## config.mk

```make
export PLATFORM = sky130hd
export DESIGN_NAME = dbgm_top
export DESIGN_NICKNAME = d
export VERILOG_FILES = /design/src/core/dbgm_bus.v /design/src/core/dbgm_top.v
export VERILOG_INCLUDE_DIRS = /design/src /design/src/pkg
export SDC_FILE = /design/constraint.sdc
export NUM_CORES = 1
export LEC_CHECK = 0
export CORE_AREA = 2 2 164 166
export DETAILED_ROUTE_END_ITERATION = 8
export DIE_AREA = 0 0 166 168
export DONT_BUFFER_PORTS = 1
export GPL_TIMING_DRIVEN = 0
export PLACE_DENSITY_LB_ADDON = 0.15
export SLEW_MARGIN = 10
export SYNTH_ARGS = -nofsm -noshare
export SYNTH_HDL_FRONTEND = slang
export SYNTH_HIERARCHICAL = 1
export SYNTH_SLANG_ARGS = --single-unit
```

## constraint.sdc

```tcl
create_clock -name SYS_CLK_IN -period 3.2 [get_ports SYS_CLK_IN]
set_input_delay 0.16 -clock SYS_CLK_IN [delete_from_list [all_inputs] [get_ports SYS_CLK_IN]]
set_output_delay 0.16 -clock SYS_CLK_IN [all_outputs]
set_load 0.02 [all_outputs]
```

## src/pkg/dbgm_regs.vh

```
// Constants for the debug memory write and block read command unit.
// Included by bare name from core files; definitions only.
`ifndef DBGM_REGS_VH
`define DBGM_REGS_VH

// Command word fields: group nibble, opcode nibble, size nibble, low nibble
`define DBGM_GRP_MEM      4'h1
`define DBGM_OP_WRITE     4'h8
`define DBGM_OP_READ      4'h9
`define DBGM_OP_DUMP      4'hD
`define DBGM_CMD_NOP      16'h0000

// Size nibble codes
`define DBGM_SZ_BYTE      4'h0
`define DBGM_SZ_WORD      4'h4
`define DBGM_SZ_LONG      4'h8
`define DBGM_LOW_NIB      4'h0

// Internal size codes, also driven on the memory bus
`define DBGM_SIZE_BYTE    2'h0
`define DBGM_SIZE_WORD    2'h1
`define DBGM_SIZE_LONG    2'h2

// Result words
`define DBGM_RSP_DONE     16'hFFFF
`define DBGM_RSP_ILLEGAL  16'h0001
`define DBGM_BYTE_PAD     8'h00

`endif

```

## src/core/dbgm_bus.v

```verilog
// Memory access unit of the debug command block: one access per start pulse.
// Assumes a simple synchronous memory port that answers each request with an ack.
`include "dbgm_regs.vh"

module dbgm_bus (
  // Clock and reset
  input  wire        clk_in,
  input  wire        rst_in,
  // Request from the command sequencer
  input  wire        start_in,
  input  wire        we_in,
  input  wire [31:0] addr_in,
  input  wire [1:0]  size_in,
  input  wire [1:0]  tt_in,
  input  wire [2:0]  tm_in,
  input  wire [31:0] wdata_in,
  output reg         done_out,
  output reg  [31:0] rdata_out,
  // Memory port
  output reg         mem_req_out,
  output reg         mem_we_out,
  output reg  [31:0] mem_addr_out,
  output reg  [1:0]  mem_size_out,
  output reg  [1:0]  mem_tt_out,
  output reg  [2:0]  mem_tm_out,
  output reg  [31:0] mem_wdata_out,
  input  wire        mem_ack_in,
  input  wire [31:0] mem_rdata_in
);

  // Request held until ack; all port outputs registered
  always @(posedge clk_in) begin
    if (rst_in) begin
      mem_req_out   <= 1'b0;
      mem_we_out    <= 1'b0;
      mem_addr_out  <= 32'h00000000;
      mem_size_out  <= `DBGM_SIZE_BYTE;
      mem_tt_out    <= 2'h0;
      mem_tm_out    <= 3'h0;
      mem_wdata_out <= 32'h00000000;
      done_out      <= 1'b0;
      rdata_out     <= 32'h00000000;
    end else begin
      done_out <= 1'b0;
      if (mem_req_out) begin
        if (mem_ack_in) begin
          mem_req_out <= 1'b0;
          done_out    <= 1'b1;
          rdata_out   <= mem_rdata_in;
        end
      end else if (start_in) begin
        mem_req_out   <= 1'b1;
        mem_we_out    <= we_in;
        mem_addr_out  <= addr_in;
        mem_size_out  <= size_in;
        mem_tt_out    <= tt_in;      // Address space from attribute fields
        mem_tm_out    <= tm_in;
        mem_wdata_out <= wdata_in;
      end
    end
  end

endmodule

```

## src/core/dbgm_top.v

```verilog
// Debug memory command unit: memory write, memory read and sequential block read.
// Assumes 16-bit command words arrive already deframed from the serial debug
// shifter, and result words are taken by that shifter in the cycle they appear.
//
// Operation
// - A write command stores its operand at the given address in the space set by the attribute fields.
// - Word accesses are forced to even addresses and longword accesses to four-byte boundaries.
// - A write is 0x1/0x8/size/0x0 then address high, address low, then byte, word or two long halves.
// - A block read with no earlier memory read is answered with an illegal-command response.
// - After a read or block read the address plus operand size is kept as the next block-read pointer.
// - A block read is accepted only right after a no-op, a read or a block read, with no address check.
// - A no-op between block reads leaves the pointer untouched.
// - Each block read decodes its own size, so the step may change between commands.
// - A block read is 0x1/0xD/size/0x0 and returns a byte low, a word whole, or a long high then low.
`include "dbgm_regs.vh"

module dbgm_top (
  // Clock and reset
  input  wire        SYS_CLK_IN,
  input  wire        RST_IN,
  // Command words from the debug shifter
  input  wire [15:0] CMD_WORD_IN,
  input  wire        CMD_VALID_IN,
  output reg         CMD_READY_OUT,
  // Result words to the debug shifter
  output reg  [15:0] RSP_WORD_OUT,
  output reg         RSP_VALID_OUT,
  output reg         RSP_ILLEGAL_OUT,
  // Other debug commands break the block-read chain
  input  wire        OTHER_CMD_IN,
  // Fields of the debug_address_attribute_reg
  input  wire [1:0]  TRANSFER_TYPE_FIELD_IN,
  input  wire [2:0]  TRANSFER_MODIFIER_FIELD_IN,
  // Memory port
  output wire        MEM_REQ_OUT,
  output wire        MEM_WE_OUT,
  output wire [31:0] MEM_ADDR_OUT,
  output wire [1:0]  MEM_SIZE_OUT,
  output wire [1:0]  MEM_TT_OUT,
  output wire [2:0]  MEM_TM_OUT,
  output wire [31:0] MEM_WDATA_OUT,
  input  wire        MEM_ACK_IN,
  input  wire [31:0] MEM_RDATA_IN
);

  // Sequencer states
  localparam ST_IDLE = 3'h0;
  localparam ST_AHI  = 3'h1;
  localparam ST_ALO  = 3'h2;
  localparam ST_DHI  = 3'h3;
  localparam ST_DLO  = 3'h4;
  localparam ST_BUS  = 3'h5;
  localparam ST_RLO  = 3'h6;

  // Clear low address bits to the operand's natural boundary
  function [31:0] align_addr;
    input [31:0] a;
    input [1:0]  sz;
    begin
      case (sz)
        `DBGM_SIZE_WORD: align_addr = {a[31:1], 1'b0};
        `DBGM_SIZE_LONG: align_addr = {a[31:2], 2'b00};
        default:         align_addr = a;
      endcase
    end
  endfunction

  // Size nibble to size code; bit 2 flags an unknown nibble
  function [2:0] dec_size;
    input [3:0] nib;
    begin
      case (nib)
        `DBGM_SZ_BYTE: dec_size = {1'b0, `DBGM_SIZE_BYTE};
        `DBGM_SZ_WORD: dec_size = {1'b0, `DBGM_SIZE_WORD};
        `DBGM_SZ_LONG: dec_size = {1'b0, `DBGM_SIZE_LONG};
        default:       dec_size = 3'h4;
      endcase
    end
  endfunction

  // Bytes covered by one operand
  function [31:0] size_bytes;
    input [1:0] sz;
    begin
      case (sz)
        `DBGM_SIZE_WORD: size_bytes = 32'h00000002;
        `DBGM_SIZE_LONG: size_bytes = 32'h00000004;
        default:         size_bytes = 32'h00000001;
      endcase
    end
  endfunction

  reg  [2:0]  state_r;
  reg         is_write_r;
  reg  [1:0]  size_r;
  reg  [31:0] addr_r;
  reg  [31:0] wdata_r;
  reg  [31:0] ptr_r;
  reg         chain_ok_r;
  reg  [15:0] rlo_r;
  reg         bus_start_r;
  wire        bus_done;
  wire [31:0] bus_rdata;

  // Command word decode
  wire [2:0]  cmd_sz   = dec_size(CMD_WORD_IN[7:4]);
  wire        cmd_mem  = (CMD_WORD_IN[15:12] == `DBGM_GRP_MEM) &&
                         (CMD_WORD_IN[3:0] == `DBGM_LOW_NIB);
  wire        cmd_wr   = cmd_mem && (CMD_WORD_IN[11:8] == `DBGM_OP_WRITE);
  wire        cmd_rd   = cmd_mem && (CMD_WORD_IN[11:8] == `DBGM_OP_READ);
  wire        cmd_dump = cmd_mem && (CMD_WORD_IN[11:8] == `DBGM_OP_DUMP);
  wire        cmd_nop  = (CMD_WORD_IN == `DBGM_CMD_NOP);
  wire        take     = CMD_VALID_IN && CMD_READY_OUT;

  // Accesses run in a separate unit so the port timing stays in one place
  dbgm_bus u_bus (
    .clk_in        (SYS_CLK_IN),
    .rst_in        (RST_IN),
    .start_in      (bus_start_r),
    .we_in         (is_write_r),
    .addr_in       (addr_r),
    .size_in       (size_r),
    .tt_in         (TRANSFER_TYPE_FIELD_IN),
    .tm_in         (TRANSFER_MODIFIER_FIELD_IN),
    .wdata_in      (wdata_r),
    .done_out      (bus_done),
    .rdata_out     (bus_rdata),
    .mem_req_out   (MEM_REQ_OUT),
    .mem_we_out    (MEM_WE_OUT),
    .mem_addr_out  (MEM_ADDR_OUT),
    .mem_size_out  (MEM_SIZE_OUT),
    .mem_tt_out    (MEM_TT_OUT),
    .mem_tm_out    (MEM_TM_OUT),
    .mem_wdata_out (MEM_WDATA_OUT),
    .mem_ack_in    (MEM_ACK_IN),
    .mem_rdata_in  (MEM_RDATA_IN)
  );

  // Command sequencer; ready is dropped while an access or a long result runs
  always @(posedge SYS_CLK_IN) begin
    if (RST_IN) begin
      state_r         <= ST_IDLE;
      is_write_r      <= 1'b0;
      size_r          <= `DBGM_SIZE_BYTE;
      addr_r          <= 32'h00000000;
      wdata_r         <= 32'h00000000;
      ptr_r           <= 32'h00000000;
      chain_ok_r      <= 1'b0;
      rlo_r           <= 16'h0000;
      bus_start_r     <= 1'b0;
      CMD_READY_OUT   <= 1'b1;
      RSP_WORD_OUT    <= 16'h0000;
      RSP_VALID_OUT   <= 1'b0;
      RSP_ILLEGAL_OUT <= 1'b0;
    end else begin
      bus_start_r     <= 1'b0;
      RSP_VALID_OUT   <= 1'b0;
      RSP_ILLEGAL_OUT <= 1'b0;
      // Foreign commands seen elsewhere break the chain
      if (OTHER_CMD_IN) begin
        chain_ok_r <= 1'b0;
      end
      case (state_r)
        ST_IDLE: begin
          if (take) begin
            if (cmd_nop) begin
              // Pointer kept for padding; a foreign command still breaks the chain
              ptr_r <= ptr_r;
            end else if ((cmd_wr || cmd_rd) && !cmd_sz[2]) begin
              is_write_r <= cmd_wr;
              size_r     <= cmd_sz[1:0];
              chain_ok_r <= 1'b0;
              state_r    <= ST_AHI;
            end else if (cmd_dump && !cmd_sz[2] && chain_ok_r) begin
              // No validity check on the pointer, size taken fresh each time
              is_write_r    <= 1'b0;
              size_r        <= cmd_sz[1:0];
              addr_r        <= align_addr(ptr_r, cmd_sz[1:0]);
              bus_start_r   <= 1'b1;
              CMD_READY_OUT <= 1'b0;
              state_r       <= ST_BUS;
            end else begin
              // Block read out of sequence or malformed word
              chain_ok_r      <= 1'b0;
              RSP_WORD_OUT    <= `DBGM_RSP_ILLEGAL;
              RSP_VALID_OUT   <= 1'b1;
              RSP_ILLEGAL_OUT <= 1'b1;
            end
          end
        end
        ST_AHI: begin
          if (take) begin
            addr_r[31:16] <= CMD_WORD_IN;
            state_r       <= ST_ALO;
          end
        end
        ST_ALO: begin
          if (take) begin
            addr_r <= align_addr({addr_r[31:16], CMD_WORD_IN}, size_r);
            if (!is_write_r) begin
              bus_start_r   <= 1'b1;
              CMD_READY_OUT <= 1'b0;
              state_r       <= ST_BUS;
            end else if (size_r == `DBGM_SIZE_LONG) begin
              state_r <= ST_DHI;
            end else begin
              state_r <= ST_DLO;
            end
          end
        end
        ST_DHI: begin
          if (take) begin
            wdata_r[31:16] <= CMD_WORD_IN;
            state_r        <= ST_DLO;
          end
        end
        ST_DLO: begin
          if (take) begin
            // Byte data sits in the low eight bits of the word
            if (size_r == `DBGM_SIZE_LONG) begin
              wdata_r[15:0] <= CMD_WORD_IN;
            end else begin
              wdata_r <= {16'h0000, CMD_WORD_IN};
            end
            bus_start_r   <= 1'b1;
            CMD_READY_OUT <= 1'b0;
            state_r       <= ST_BUS;
          end
        end
        ST_BUS: begin
          if (bus_done) begin
            RSP_VALID_OUT <= 1'b1;
            if (is_write_r) begin
              RSP_WORD_OUT  <= `DBGM_RSP_DONE;
              CMD_READY_OUT <= 1'b1;
              state_r       <= ST_IDLE;
            end else begin
              // Next block read starts one operand further on
              ptr_r      <= addr_r + size_bytes(size_r);
              chain_ok_r <= !OTHER_CMD_IN;
              rlo_r      <= bus_rdata[15:0];
              case (size_r)
                `DBGM_SIZE_LONG: begin
                  RSP_WORD_OUT <= bus_rdata[31:16];
                  state_r      <= ST_RLO;
                end
                `DBGM_SIZE_WORD: begin
                  RSP_WORD_OUT  <= bus_rdata[15:0];
                  CMD_READY_OUT <= 1'b1;
                  state_r       <= ST_IDLE;
                end
                default: begin
                  RSP_WORD_OUT  <= {`DBGM_BYTE_PAD, bus_rdata[7:0]};
                  CMD_READY_OUT <= 1'b1;
                  state_r       <= ST_IDLE;
                end
              endcase
            end
          end
        end
        ST_RLO: begin
          RSP_WORD_OUT  <= rlo_r;
          RSP_VALID_OUT <= 1'b1;
          CMD_READY_OUT <= 1'b1;
          state_r       <= ST_IDLE;
        end
        default: begin
          CMD_READY_OUT <= 1'b1;
          state_r       <= ST_IDLE;
        end
      endcase
    end
  end

endmodule

```

Word level (Yosys, flattened, before mapping). Cells that the tools add are included. Widths: inputs -> output; s select.

Register bits after elaboration: 245. Input port bits: 58.

Add/sub/neg operators: 1. Equal/unequal tests: 30. Multiplexer cells: 81. Bitwise operators: 6. Reduce and logical (&&, ||, !) cells: 34.

Operators by type and width (count): $mux 32 (9); $mux 16 (9); $pmux 16 s2 (3); $pmux 16 s3 (2); $mux 3 (13); $mux 1 (34); $add 32x32->32 (1); $ne 2x2->1 const B (11); $pmux 3 s6 (1); $eq 4x4->1 const B (4); $logic_not 16->1 (1); $reduce_and 6->1 (2); $reduce_and 10->1 (1); $eq 3x3->1 const B (3); $pmux 3 s3 (1); $logic_and 1x1->1 (8); $logic_not 4->1 (2); $pmux 2 s2 (2); $reduce_and 4->1 (2); $reduce_and 8->1 (1); $reduce_bool 2->1 (4); $reduce_and 7->1 (1); $eq 3x2->1 const B (2); $ne 3x3->1 const B (2); 19 further kinds (33).

Depth between registers and ports, before layout. Gate-level depths: netlist of run 1.

Word-level depth: 10. Mapped depth: 11. Depth with buffers taken out: 9.

Modules after synthesis. Netlist of run 1, hierarchy kept.

By module, submodules not included: dbgm_top (instances 1, cells each 815, area an instance 6742.7 um2, seq. area each 2782.7 um2); dbgm_bus (instances 1, cells each 480, area an instance 4911.0 um2, seq. area each 2122.0 um2).

Least setup slack after synthesis of run 1. OpenSTA, ideal clock, no wires.

Path kind: register -> register. Start: register size_r[0]. End: register ptr_r[30]. Arrival: 2731 ps. Data required time: 3114 ps. Slack: 384 ps. Stages on the path, launching flop included: 11. Cells stage by stage: dfxtp_1 inv_1 ha_1 ha_1 fa_1 a21oi_1 or4_2 clkbuf_1 nor4_1 xnor2_1 a211oi_1.

Word-level cells in the longest chain between the ends: 7.

Ends and longest elaborated chain: start: declaration (RTL line dbgm_top.v:95) `reg [1:0] size_r;`; start signal: assignment (RTL line dbgm_top.v:144) `` size_r <= `DBGM_SIZE_BYTE; ``; start signal: assignment (RTL line dbgm_top.v:171) `size_r <= cmd_sz[1:0];`; start signal: assignment (RTL line dbgm_top.v:177) `size_r <= cmd_sz[1:0];`; $eq 2x2->1 / $eq 2x1->1 (equally long branches) (RTL line dbgm_top.v:85) `case (sz)`; $pmux 3 s2 (*) (RTL line dbgm_top.v:85); $mux 32 (*) (RTL line dbgm_top.v:233) `if (is_write_r) begin`; $mux 32 (*) (RTL line dbgm_top.v:231) `if (bus_done) begin`; $mux 32 (*) (RTL line dbgm_top.v:163) `case (state_r)`; $mux 32 (*) (RTL line dbgm_top.v:141) `if (RST_IN) begin`; $add 32x32->32 (*) (RTL line dbgm_top.v:239) `ptr_r <= addr_r + size_bytes(size_r);`; end signal: assignment (RTL line dbgm_top.v:168) `ptr_r <= ptr_r;`; end signal: assignment (RTL line dbgm_top.v:239); end: declaration (RTL line dbgm_top.v:98) `reg [31:0] ptr_r;`.

Every way passes the cells marked *; elsewhere a longest branch is shown, timed or not. The select of a mux whose other input is x is not followed. A chain may end at the register's enable or synchronous reset.

Final worst setup path of run 1.
Start: register size_r[0]. End: register ptr_r[16].

The elaborated chain is that of the path after synthesis.

==> results of run 1 <==
==> power groups by stage <==
stage / sequential, mW / combinational, mW / clock, mW
after global routing: 3.57 / 1.74 / 3.53
after global placement: 3.61 / 1.49 / 0
after detailed placement: 3.61 / 1.51 / 0
after floorplan: 3.53 / 1.15 / 0
final: 3.55 / 1.59 / 3.35
after CTS: 3.55 / 1.58 / 3.40
==> worst register-to-register path: stages (launching register included) <==
cell	delay, ns
dfxtp_4	0.41
inv_1	0.09
ha_4	0.29
ha_2	0.19
fa_2	0.23
a21oi_2	0.12
or4_2	0.75
buf_4	0.23
or3_1	0.36
a311oi_1	0.27
==> kinds of logic (layout without fill, tap and decap cells) <==
| family | after synthesis | after routing | synth area share, % |
|---|---|---|---|
| AND/OR/NAND/NOR | 445 | 445 | 23.5 |
| flip-flops | 245 | 245 | 42.1 |
| multiplexers | 31 | 31 | 2.66 |
| XOR/XNOR | 24 | 24 | 1.80 |
| AO/OA/AOI/OAI | 394 | 394 | 22.8 |
| buffers and inverters | 147 | 246 | 6.16 |
| adder cells (fa/ha/maj) | 9 | 9 | 1.03 |
==> state kept, by name (all words and copies together), names as in the netlist, 3 cells and up <==
register / count
RSP_WORD_OUT: 16
addr_r: 32
ptr_r: 32
rlo_r: 16
state_r: 3
u_bus/mem_addr_out: 32
u_bus/mem_tm_out: 3
u_bus/mem_wdata_out: 32
u_bus/rdata_out: 32
wdata_r: 32
==> layout by cell type, fill, tap and decap left out, types with 10 or more instances in the layout <==
cell	n
inv_1	13
o21ai_1	60
nand2b_1	74
nand4bb_1	72
o21ai_2	10
a221oi_1	15
nand2_1	91
a211oi_1	56
nand3_1	38
buf_6	16
mux2i_1	31
a21oi_1	114
nor2b_1	21
clkbuf_1	103
a31oi_1	19
a21bo_1	27
dfxtp_1	244
xnor2_1	21
clkbuf_16	29
o21ai_0	16
nor2_1	71
a311oi_1	25
nor3_1	10
a21oi_2	28
dlygate4sd3_1	49
==> timing repair <==
action | CTS | global route
hold endpoints to repair | 80 | 0
setup endpoints to repair | 8 | 28
gates resized for setup | 7 | 8
hold buffers | 49 | 0
==> layer usage <==
| layer | up-vias | routed length, um | global-route usage (%) |
|---|---|---|---|
| li1 | 4873 | - | - |
| met1 | 4797 | 16500 | 34.7 |
| met2 | 346 | 15700 | 38.4 |
| met3 | 63 | 2900 | 6.18 |
| met4 | 0 | 993 | 7.30 |
| met5 | - | 0 | 0 |
==> stage by stage <==
stage	instances	power (mW)	hold WS, ns	TNS [ns]	instance area, um^2
5_1_grt	1735	8.84	0.0257	0	13600
4_1_cts	1735	8.52	0.00302	0	13600
3_3_place_gp	1636	5.10	0.240	-8.59	12100
2_1_floorplan	1295	4.69	0.238	0	11700
6_report	1735	8.49	0.0466	0	13600
3_5_place_dp	1636	5.12	0.243	-9.02	12100
==> final timing paths <==
kind | startpoint | endpoint | slack (ns) | cells after the start
worst max-delay path | size_r[0] | ptr_r[16] | 0.17 | 9
worst min-delay path | MEM_ACK_IN | u_bus/rdata_out[25] | 0.05 | 3
worst max register to register | size_r[0] | ptr_r[16] | 0.17 | 9
worst min register to register | rlo_r[9] | rlo_r[9] | 0.45 | 2
==> area by class of cell <==
class	instances	area, um^2	area share (%)
multi-input combinational	903	6070	44.7
sequential	245	4910	36.1
clock buffer	45	866	6.37
buffer	134	674	4.96
timing repair buffer	49	490	3.61
tap	341	427	3.14
clock inverter	5	100	0.737
inverter	13	48.8	0.359
==> impl_metrics.py, run 1 <==
metrics = {
    "place": {
        "pre_cts_ws_ns": -0.411,
        "gp_congestion": 0.863,
        "port_buffers": 0,
        "dp_hpwl_um": 24900,
    },
    "sta": {
        "max_freq_mhz": 331,
        "hold_viol_final": 0,
        "worst_slew_pin_slew_ns": 1.07,
        "period_needed_ns": 3.03,
        "relSlewSlack_pct": 28.3,
        "slew_violations": 0,
        "setup_slack_ns": 0.174,
        "skew_ns": 0.00903,
        "setup_violations": 0,
        "rsz0062_at_grt": "false",
        "timing.final.crit_share_pct": 94.5,
    },
    "worst_setup_path": {
        "worst-setup-path-type": "flop to flop",
        "end_kind": "flop",
        "cp_max_fo": 10,
        "cp.required_ns": 3.65,
        "crit_family": "simple AND/OR/NAND/NOR gates",
        "arrival_ns": 3.47,
        "start_kind": "flop",
        "slowest_delay_ns": 0.75,
        "crit_chain": "inv_1 > ha_4 > ha_2 > fa_2 > a21oi_2 > or4_2 > buf_4 > or3_1 > a311oi_1",
        "worst_path_max_delay_cell": "or4_2",
        "cp_num_buf_inv": 2,
    },
    "pwr": {
        "switching_share_pct": 30.2,
        "clock_power_share_pct": 39.5,
        "cellLeakagePower_nw": 4.18,
        "p_seq_share_pct": 41.8,
        "power_density_nw_per_um2": 625,
        "p_int_mw": 5.92,
        "comb_power_share_pct": 18.8,
        "vdd_drop_max_mv": 0.440,
        "p_switching_mw": 2.57,
    },
    "clocking": {
        "h-tree-depth": 1,
        "clockRootBuffer": "clkbuf_16",
        "tritoncts": "built",
        "post_cts_buffers": 0,
        "numCtsBuffers": 28,
        "clock_path_buffers": 3,
        "clk_pin_slew_ns": 0.06,
        "clock_sinks": 245,
        "clk_latency_ns": 0.54,
    },
    "die": {
        "initial_core_util_pct": 44.2,
        "die_area_um2": 27900,
        "die_y_um": 168,
        "coreArea_um2": 26400,
        "die_w_um": 166,
        "placementRows": 60,
        "pin_count": 150,
    },
    "synth": {
        "ys_ff_latch": 245,
        "synth_common_cells": "dfxtp_1 (245), a21oi_1 (115), clkbuf_1 (97)",
        "syn_area_per_cell_um2": 9.00,
        "yosysSeqAreaShare_pct": 42.1,
        "yosys.area.top_type_share_pct": 42.1,
        "synth_nets": 1362,
        "ys_types": 66,
        "synth.cell_area_um2": 11700,
        "synth_warnings": 6,
        "syn_inst": 1295,
        "synthTopCellsByArea": "dfxtp_1 (42%), nand4bb_1 (7.0%), a21oi_1 (4.9%)",
        "synth_edf_count": 0,
        "synth.largest_area_cell": "dfxtp_1",
        "synth.most_common_cell": "dfxtp_1",
        "ys_async_sr_fraction_pct": 0,
        "ys.flop_type": "dfxtp_1",
    },
    "finish": {
        "final_nets": 1441,
        "n_antenna_cell": 0,
        "drive_above_1_share_pct": 10.3,
        "syn_to_final_growth_pct": 16.6,
        "fillers": 2536,
        "finish.utilization_pct": 51.6,
    },
    "global_routing": {
        "grt_remaining_overflow": 0,
        "grt_antenna_before_repair": 2,
        "grt_max_degree": 14,
        "grt_pass1_wl_um": 56100,
        "grt_usage_pct": 25.0,
        "grt_pass1_vias": 9704,
    },
    "detailed_routing": {
        "initialDrtViolationCount": 846,
        "drc_errors": 0,
        "vias": 10100,
        "ant_nets": 0,
        "vias_per_cell": 5.81,
        "drtPass1Iterations": 5,
        "wl_per_cell_um": 20.8,
        "wirelength_um": 36100,
    },
    "status": {
        "status": "finished, final reports clean",
    },
    "worst_hold_path": {
        "hp-class": "input pin to flop",
    },
    "flow_run": {
        "max_cap_viol_count": 0,
    },
}
No activity file was read; power rests on OpenSTA's default activity.
==> inputs of run 2 (changes only) <==
CELL_PAD_IN_SITES_DETAIL_PLACEMENT = 1   (was default)
CELL_PAD_IN_SITES_GLOBAL_PLACEMENT = 1   (was default)
CORE_AREA = 2 2 219 221   (was 2 2 164 166)
DIE_AREA = 0 0 221 223   (was 0 0 166 168)
==> run 2 against run 1 <==
Against the previous run:
- worst setup slack worse by 0.014 ns
- first-iteration DRC count is 41% lower
- non-clock buffer count stayed put
- maximum frequency is 0.46% lower
- critical path depth is 1 higher
- routed wire length is 27% higher
- critical endpoint is now ptr_r[30]
- highest routed layer is now met5
==> impl_metrics.py, run 2 (synthesized netlist as in run 1, its figures left out) <==
metrics = {
    "sta": {
        "setup_violations": 0,
        "slew_violations": 0,
        "tns_ns": 0,
        "worst_slew_pin_slew_ns": 0.928,
        "hold_viol_final": 0,
        "rsz0062_at_grt": "false",
        "max_freq_mhz": 329,
        "timing.final.crit_share_pct": 95.0,
        "skew_ns": 0.0195,
        "relSlewSlack_pct": 38.1,
        "period_needed_ns": 3.04,
    },
    "die": {
        "placementRows": 80,
        "die_area_um2": 49300,
        "die_y_um": 223,
        "pin_count": 150,
        "die_w_um": 221,
        "coreArea_um2": 47100,
        "initial_core_util_pct": 24.7,
    },
    "worst_setup_path": {
        "arrival_ns": 3.53,
        "cp.required_ns": 3.70,
        "end_kind": "flop",
        "worst-setup-path-type": "flop to flop",
        "start_kind": "flop",
        "cp_max_fo": 10,
    },
    "place": {
        "gp_congestion": 0.745,
        "placed_cells": 1910,
        "dp_hpwl_um": 32400,
        "port_buffers": 0,
    },
    "detailed_routing": {
        "vias": 10200,
        "drc_errors": 0,
        "drtPass1Iterations": 4,
        "ant_nets": 0,
        "wirelength_um": 45800,
        "wl_per_cell_um": 22.7,
        "initialDrtViolationCount": 497,
        "vias_per_cell": 5.04,
    },
    "finish": {
        "final_nets": 1444,
        "final_cell_count_no_fill": 2016,
        "final_common_cell": "dfxtp_1",
        "layout_common_cells": "dfxtp_1 (244), a21oi_1 (114), clkbuf_1 (101)",
        "drive_above_1_share_pct": 10.9,
        "syn_to_final_growth_pct": 20.2,
    },
    "pwr": {
        "p_switching_mw": 2.84,
        "switching_share_pct": 32.3,
        "comb_power_share_pct": 19.2,
        "clock_power_share_pct": 40.0,
        "vdd_drop_max_mv": 0.439,
        "power_density_nw_per_um2": 628,
        "cellLeakagePower_nw": 4.25,
        "p_seq_share_pct": 40.8,
        "p_int_mw": 5.95,
    },
    "global_routing": {
        "grt_antenna_before_repair": 2,
        "grt_max_degree": 16,
        "grt_pass1_vias": 10700,
        "grt_usage_pct": 18.4,
        "grt_remaining_overflow": 0,
        "grt_pass1_wl_um": 69600,
    },
    "clocking": {
        "numCtsBuffers": 31,
        "clk_pin_slew_ns": 0.06,
        "tritoncts": "built",
        "clockRootBuffer": "clkbuf_16",
        "clock_path_buffers": 3,
        "clk_latency_ns": 0.59,
        "clock_sinks": 245,
        "h-tree-depth": 1,
        "post_cts_buffers": 0,
    },
    "status": {
        "status": "finished, final reports clean",
    },
    "worst_hold_path": {
        "hp-class": "input pin to flop",
    },
    "flow_run": {
        "max_cap_viol_count": 0,
    },
}
==> run 2: path summary, 6_finish.rpt <==
path	slack, ns	depth (start not counted)	startpoint	endpoint
setup / recovery	0.16	10	size_r[0]	ptr_r[30]
hold / removal	0.01	4	CMD_WORD_IN[1]	is_write_r
setup reg to reg	0.16	10	size_r[0]	ptr_r[30]
hold reg to reg	0.45	2	rlo_r[6]	rlo_r[6]
==> run 2: repair_timing <==
item                                    CTS  global route
resized for setup                         7            16
hold buffers                             49             0
hold endpoints to repair                 81             0
endpoints found under the setup margin   18            41
==> run 2: final cells by class <==
class	count	area (um^2)
fillers	5446	33100
multi-input cells	903	6090
flip-flops and latches	245	4910
clock buffers	49	953
well taps	615	769
plain buffers	134	679
repair buffers	49	490
clock inverters	7	66.3
inverters	13	48.8
diodes	1	2.50
==> run 2: routing by layer <==
layer	track usage, %	vias up	part of all wire (%)
met5	0	-	0.035
li1	-	4876	-
met1	23.7	5051	45
met4	4.65	2	2.6
met2	30.8	176	47
met3	4.49	63	5.5
==> run 2: worst max-delay path, stage by stage, from the launching register on <==
cell and delay [ns]:
dfxtp_4 0.39, inv_1 0.05, ha_2 0.37, ha_1 0.20
fa_2 0.24, a21oi_2 0.12, or4_2 0.74, buf_6 0.19
nor4_4 0.29, xnor2_1 0.09, a211oi_1 0.25
==> run 2: stage by stage <==
stage / cell area (um^2) / utilization (%) / total power, mW / hold WS, ns / worst slack, ns
finish: 14000 / 29.7 / 8.80 / 0.0140 / 0.160
global route: 14000 / 29.7 / 9.20 / 0.0471 / 0.0251
CTS: 14000 / 29.6 / 8.92 / 0.00890 / 0.0131
detailed placement: 12400 / 26.4 / 5.28 / 0.246 / -0.572
global placement: 12400 / 26.4 / 5.26 / 0.242 / -0.556
floorplan: 11700 / - / 4.69 / 0.238 / 0.384
==> run 2: power groups by stage <==
| stage | Clock (mW) | Sequential [mW] | Combinational (mW) |
|---|---|---|---|
| after floorplan | 0 | 3.53 | 1.15 |
| after global placement | 0 | 3.66 | 1.60 |
| after detailed placement | 0 | 3.66 | 1.62 |
| after CTS | 3.62 | 3.60 | 1.70 |
| after global routing | 3.73 | 3.63 | 1.85 |
| final | 3.52 | 3.59 | 1.69 |
==> inputs of run 3 (changes only) <==
RECOVER_POWER = 50   (was default)
==> run 3 against run 2 <==
Against the previous run:
- clock-buffer cell count unchanged
- largest power group unchanged
- critical path depth is the same
- die area stayed put
- routed wire length increased by 0.25%
- worst hold slack improved by 0.0029 ns
- largest cell class unchanged
- non-clock buffer count unchanged
- final cell count is essentially flat
- clock skew decreased by 0.0014 ns
==> impl_metrics.py, run 3 (synthesized netlist as in run 1, its figures left out) <==
metrics = {
    "sta": {
        "worst_slew_pin_slew_ns": 1.08,
        "relSlewSlack_pct": 28.3,
        "slew_violations": 0,
        "hold_viol_final": 0,
        "tns_ns": 0,
        "hold_ws_ns": 0.0169,
        "skew_ns": 0.0181,
        "setup_violations": 0,
        "timing.final.crit_share_pct": 95.8,
        "max_freq_mhz": 326,
        "rsz0062_at_grt": "false",
        "period_needed_ns": 3.07,
    },
    "finish": {
        "final_nets": 1444,
        "final_common_cell": "dfxtp_1",
        "n_antenna_cell": 0,
        "finish.utilization_pct": 29.4,
        "layout_common_cells": "dfxtp_1 (244), a21oi_1 (125), clkbuf_1 (115)",
        "syn_to_final_growth_pct": 18.9,
        "final_cell_count_no_fill": 2015,
        "drive_above_1_share_pct": 8.57,
        "fillers": 5459,
    },
    "worst_setup_path": {
        "reg2reg_slack_ns": 0.16,
        "crit_chain": "clkbuf_1 > or4b_2 > ha_1 > o41ai_1 > and2_1 > a41o_1 > and2_1 > clkbuf_1 > clkbuf_1 > a211oi_1",
        "cp.required_ns": 3.63,
        "worst-setup-path-type": "input pin to flop",
        "ff2ff_path_depth": 9,
        "r2r-end": "ptr_r[18]",
        "r2r_start": "size_r[0]",
        "end_kind": "flop",
        "worst_path_max_delay_cell": "or4b_2",
        "cp_max_fo": 10,
        "slowest_delay_ns": 0.81,
        "arrival_ns": 3.50,
        "cp_common_cell": "clkbuf_1",
        "start_kind": "input pin",
    },
    "die": {
        "die_y_um": 223,
        "placementRows": 80,
        "coreArea_um2": 47100,
        "pin_count": 150,
        "initial_core_util_pct": 24.7,
        "die_area_um2": 49300,
        "die_w_um": 221,
    },
    "detailed_routing": {
        "drtPass1Iterations": 5,
        "initialDrtViolationCount": 506,
        "drc_errors": 0,
        "vias": 10200,
        "ant_nets": 0,
        "wl_per_cell_um": 22.8,
        "wirelength_um": 45900,
        "vias_per_cell": 5.07,
    },
    "pwr": {
        "clock_power_share_pct": 40.4,
        "comb_power_share_pct": 18.5,
        "p_switching_mw": 2.83,
        "switching_share_pct": 32.4,
        "cellLeakagePower_nw": 4.16,
        "p_seq_share_pct": 41.1,
        "total_power_mw": 8.73,
        "vdd_drop_max_mv": 0.439,
        "power_density_nw_per_um2": 630,
        "p_int_mw": 5.90,
    },
    "worst_hold_path": {
        "holdPathStages": 4,
        "worstHoldEndpoint": "is_write_r",
        "min_from": "CMD_WORD_IN[1]",
        "hp-class": "input pin to flop",
    },
    "clocking": {
        "h-tree-depth": 1,
        "numCtsBuffers": 31,
        "post_cts_buffers": 0,
        "clk_pin_slew_ns": 0.06,
        "clk_latency_ns": 0.59,
        "clock_sinks": 245,
        "clock_path_buffers": 3,
        "tritoncts": "built",
        "clockRootBuffer": "clkbuf_16",
    },
    "global_routing": {
        "grt_usage_pct": 18.4,
        "grt_max_degree": 16,
        "grt_antenna_before_repair": 2,
        "grt_remaining_overflow": 0,
        "grt_pass1_wl_um": 69600,
        "grt_pass1_vias": 10700,
    },
    "status": {
        "status": "finished, final reports clean",
    },
    "flow_run": {
        "max_cap_viol_count": 0,
    },
    "place": {
        "gp_congestion": 0.745,
        "port_buffers": 0,
        "dp_hpwl_um": 32400,
        "placed_cells": 1910,
    },
}
-- run 3: cell types whose count changed in the layout (fill, tap and decap cells not counted), sizes merged --
cell | before | now
diode | 1 | 0
clkbuf | 145 | 159
buf | 37 | 23
-- run 3: worst max-delay path: cells and delay by family --
family,cells,cell delay (ns)
compound gates,3,0.66
fa+ha+maj,1,0.23
buf+inv,3,1.21
simple gates,3,1.22
-- run 3: worst max path at each step --
stage / startpoint / end / depth (start not counted)
6_report: CMD_WORD_IN[5] / addr_r[22] / 10
5_1_grt: CMD_WORD_IN[5] / addr_r[22] / 10
4_1_cts: size_r[0] / ptr_r[30] / 10
3_5_place_dp: CMD_WORD_IN[6] / addr_r[9] / 10
3_3_place_gp: CMD_WORD_IN[6] / addr_r[9] / 10
2_1_floorplan: size_r[0] / ptr_r[30] / 10
-- run 3: per-layer routing --
layer	track usage (%)	vias to the layer above	share of wire, %
li1	-	4872	-
met1	23.7	5090	45
met2	30.8	191	47
met3	4.49	66	5.4
met4	4.65	2	2.6
met5	0	-	0.035
-- run 3: power by group through the flow --
stage / registers (mW) / logic [mW] / clock network [mW]
floorplan: 3.53 / 1.15 / 0
global placement: 3.66 / 1.60 / 0
detailed placement: 3.66 / 1.62 / 0
CTS: 3.60 / 1.70 / 3.62
global route: 3.63 / 1.77 / 3.73
finish: 3.59 / 1.61 / 3.52
-- run 3: metrics by stage --
step / setup slack (ns) / instance area, um^2
after floorplan: 0.384 / 11700
after global placement: -0.556 / 12400
after detailed placement: -0.572 / 12400
after CTS: 0.0131 / 14000
after global routing: 0.0251 / 13900
final: 0.134 / 13900
-- run 3: cell type report --
cell class                      instances  area (um^2)  share of cell area [%]
Buffer                                134          592                    4.27
Clock buffer                           49          953                    6.88
Clock inverter                          7         66.3                   0.479
Inverter                               13         48.8                   0.352
Multi-Input combinational cell        903         6020                    43.5
Sequential cell                       245         4910                    35.4
Tap cell                              615          769                    5.56
Timing Repair Buffer                   49          490                    3.54
-- run 3: timing repair --
item,in CTS,in global routing
hold buffers,49,0
pin swaps,0,0
setup endpoints to repair,18,41
endpoints found under the hold margin,81,0
resized for setup,7,16
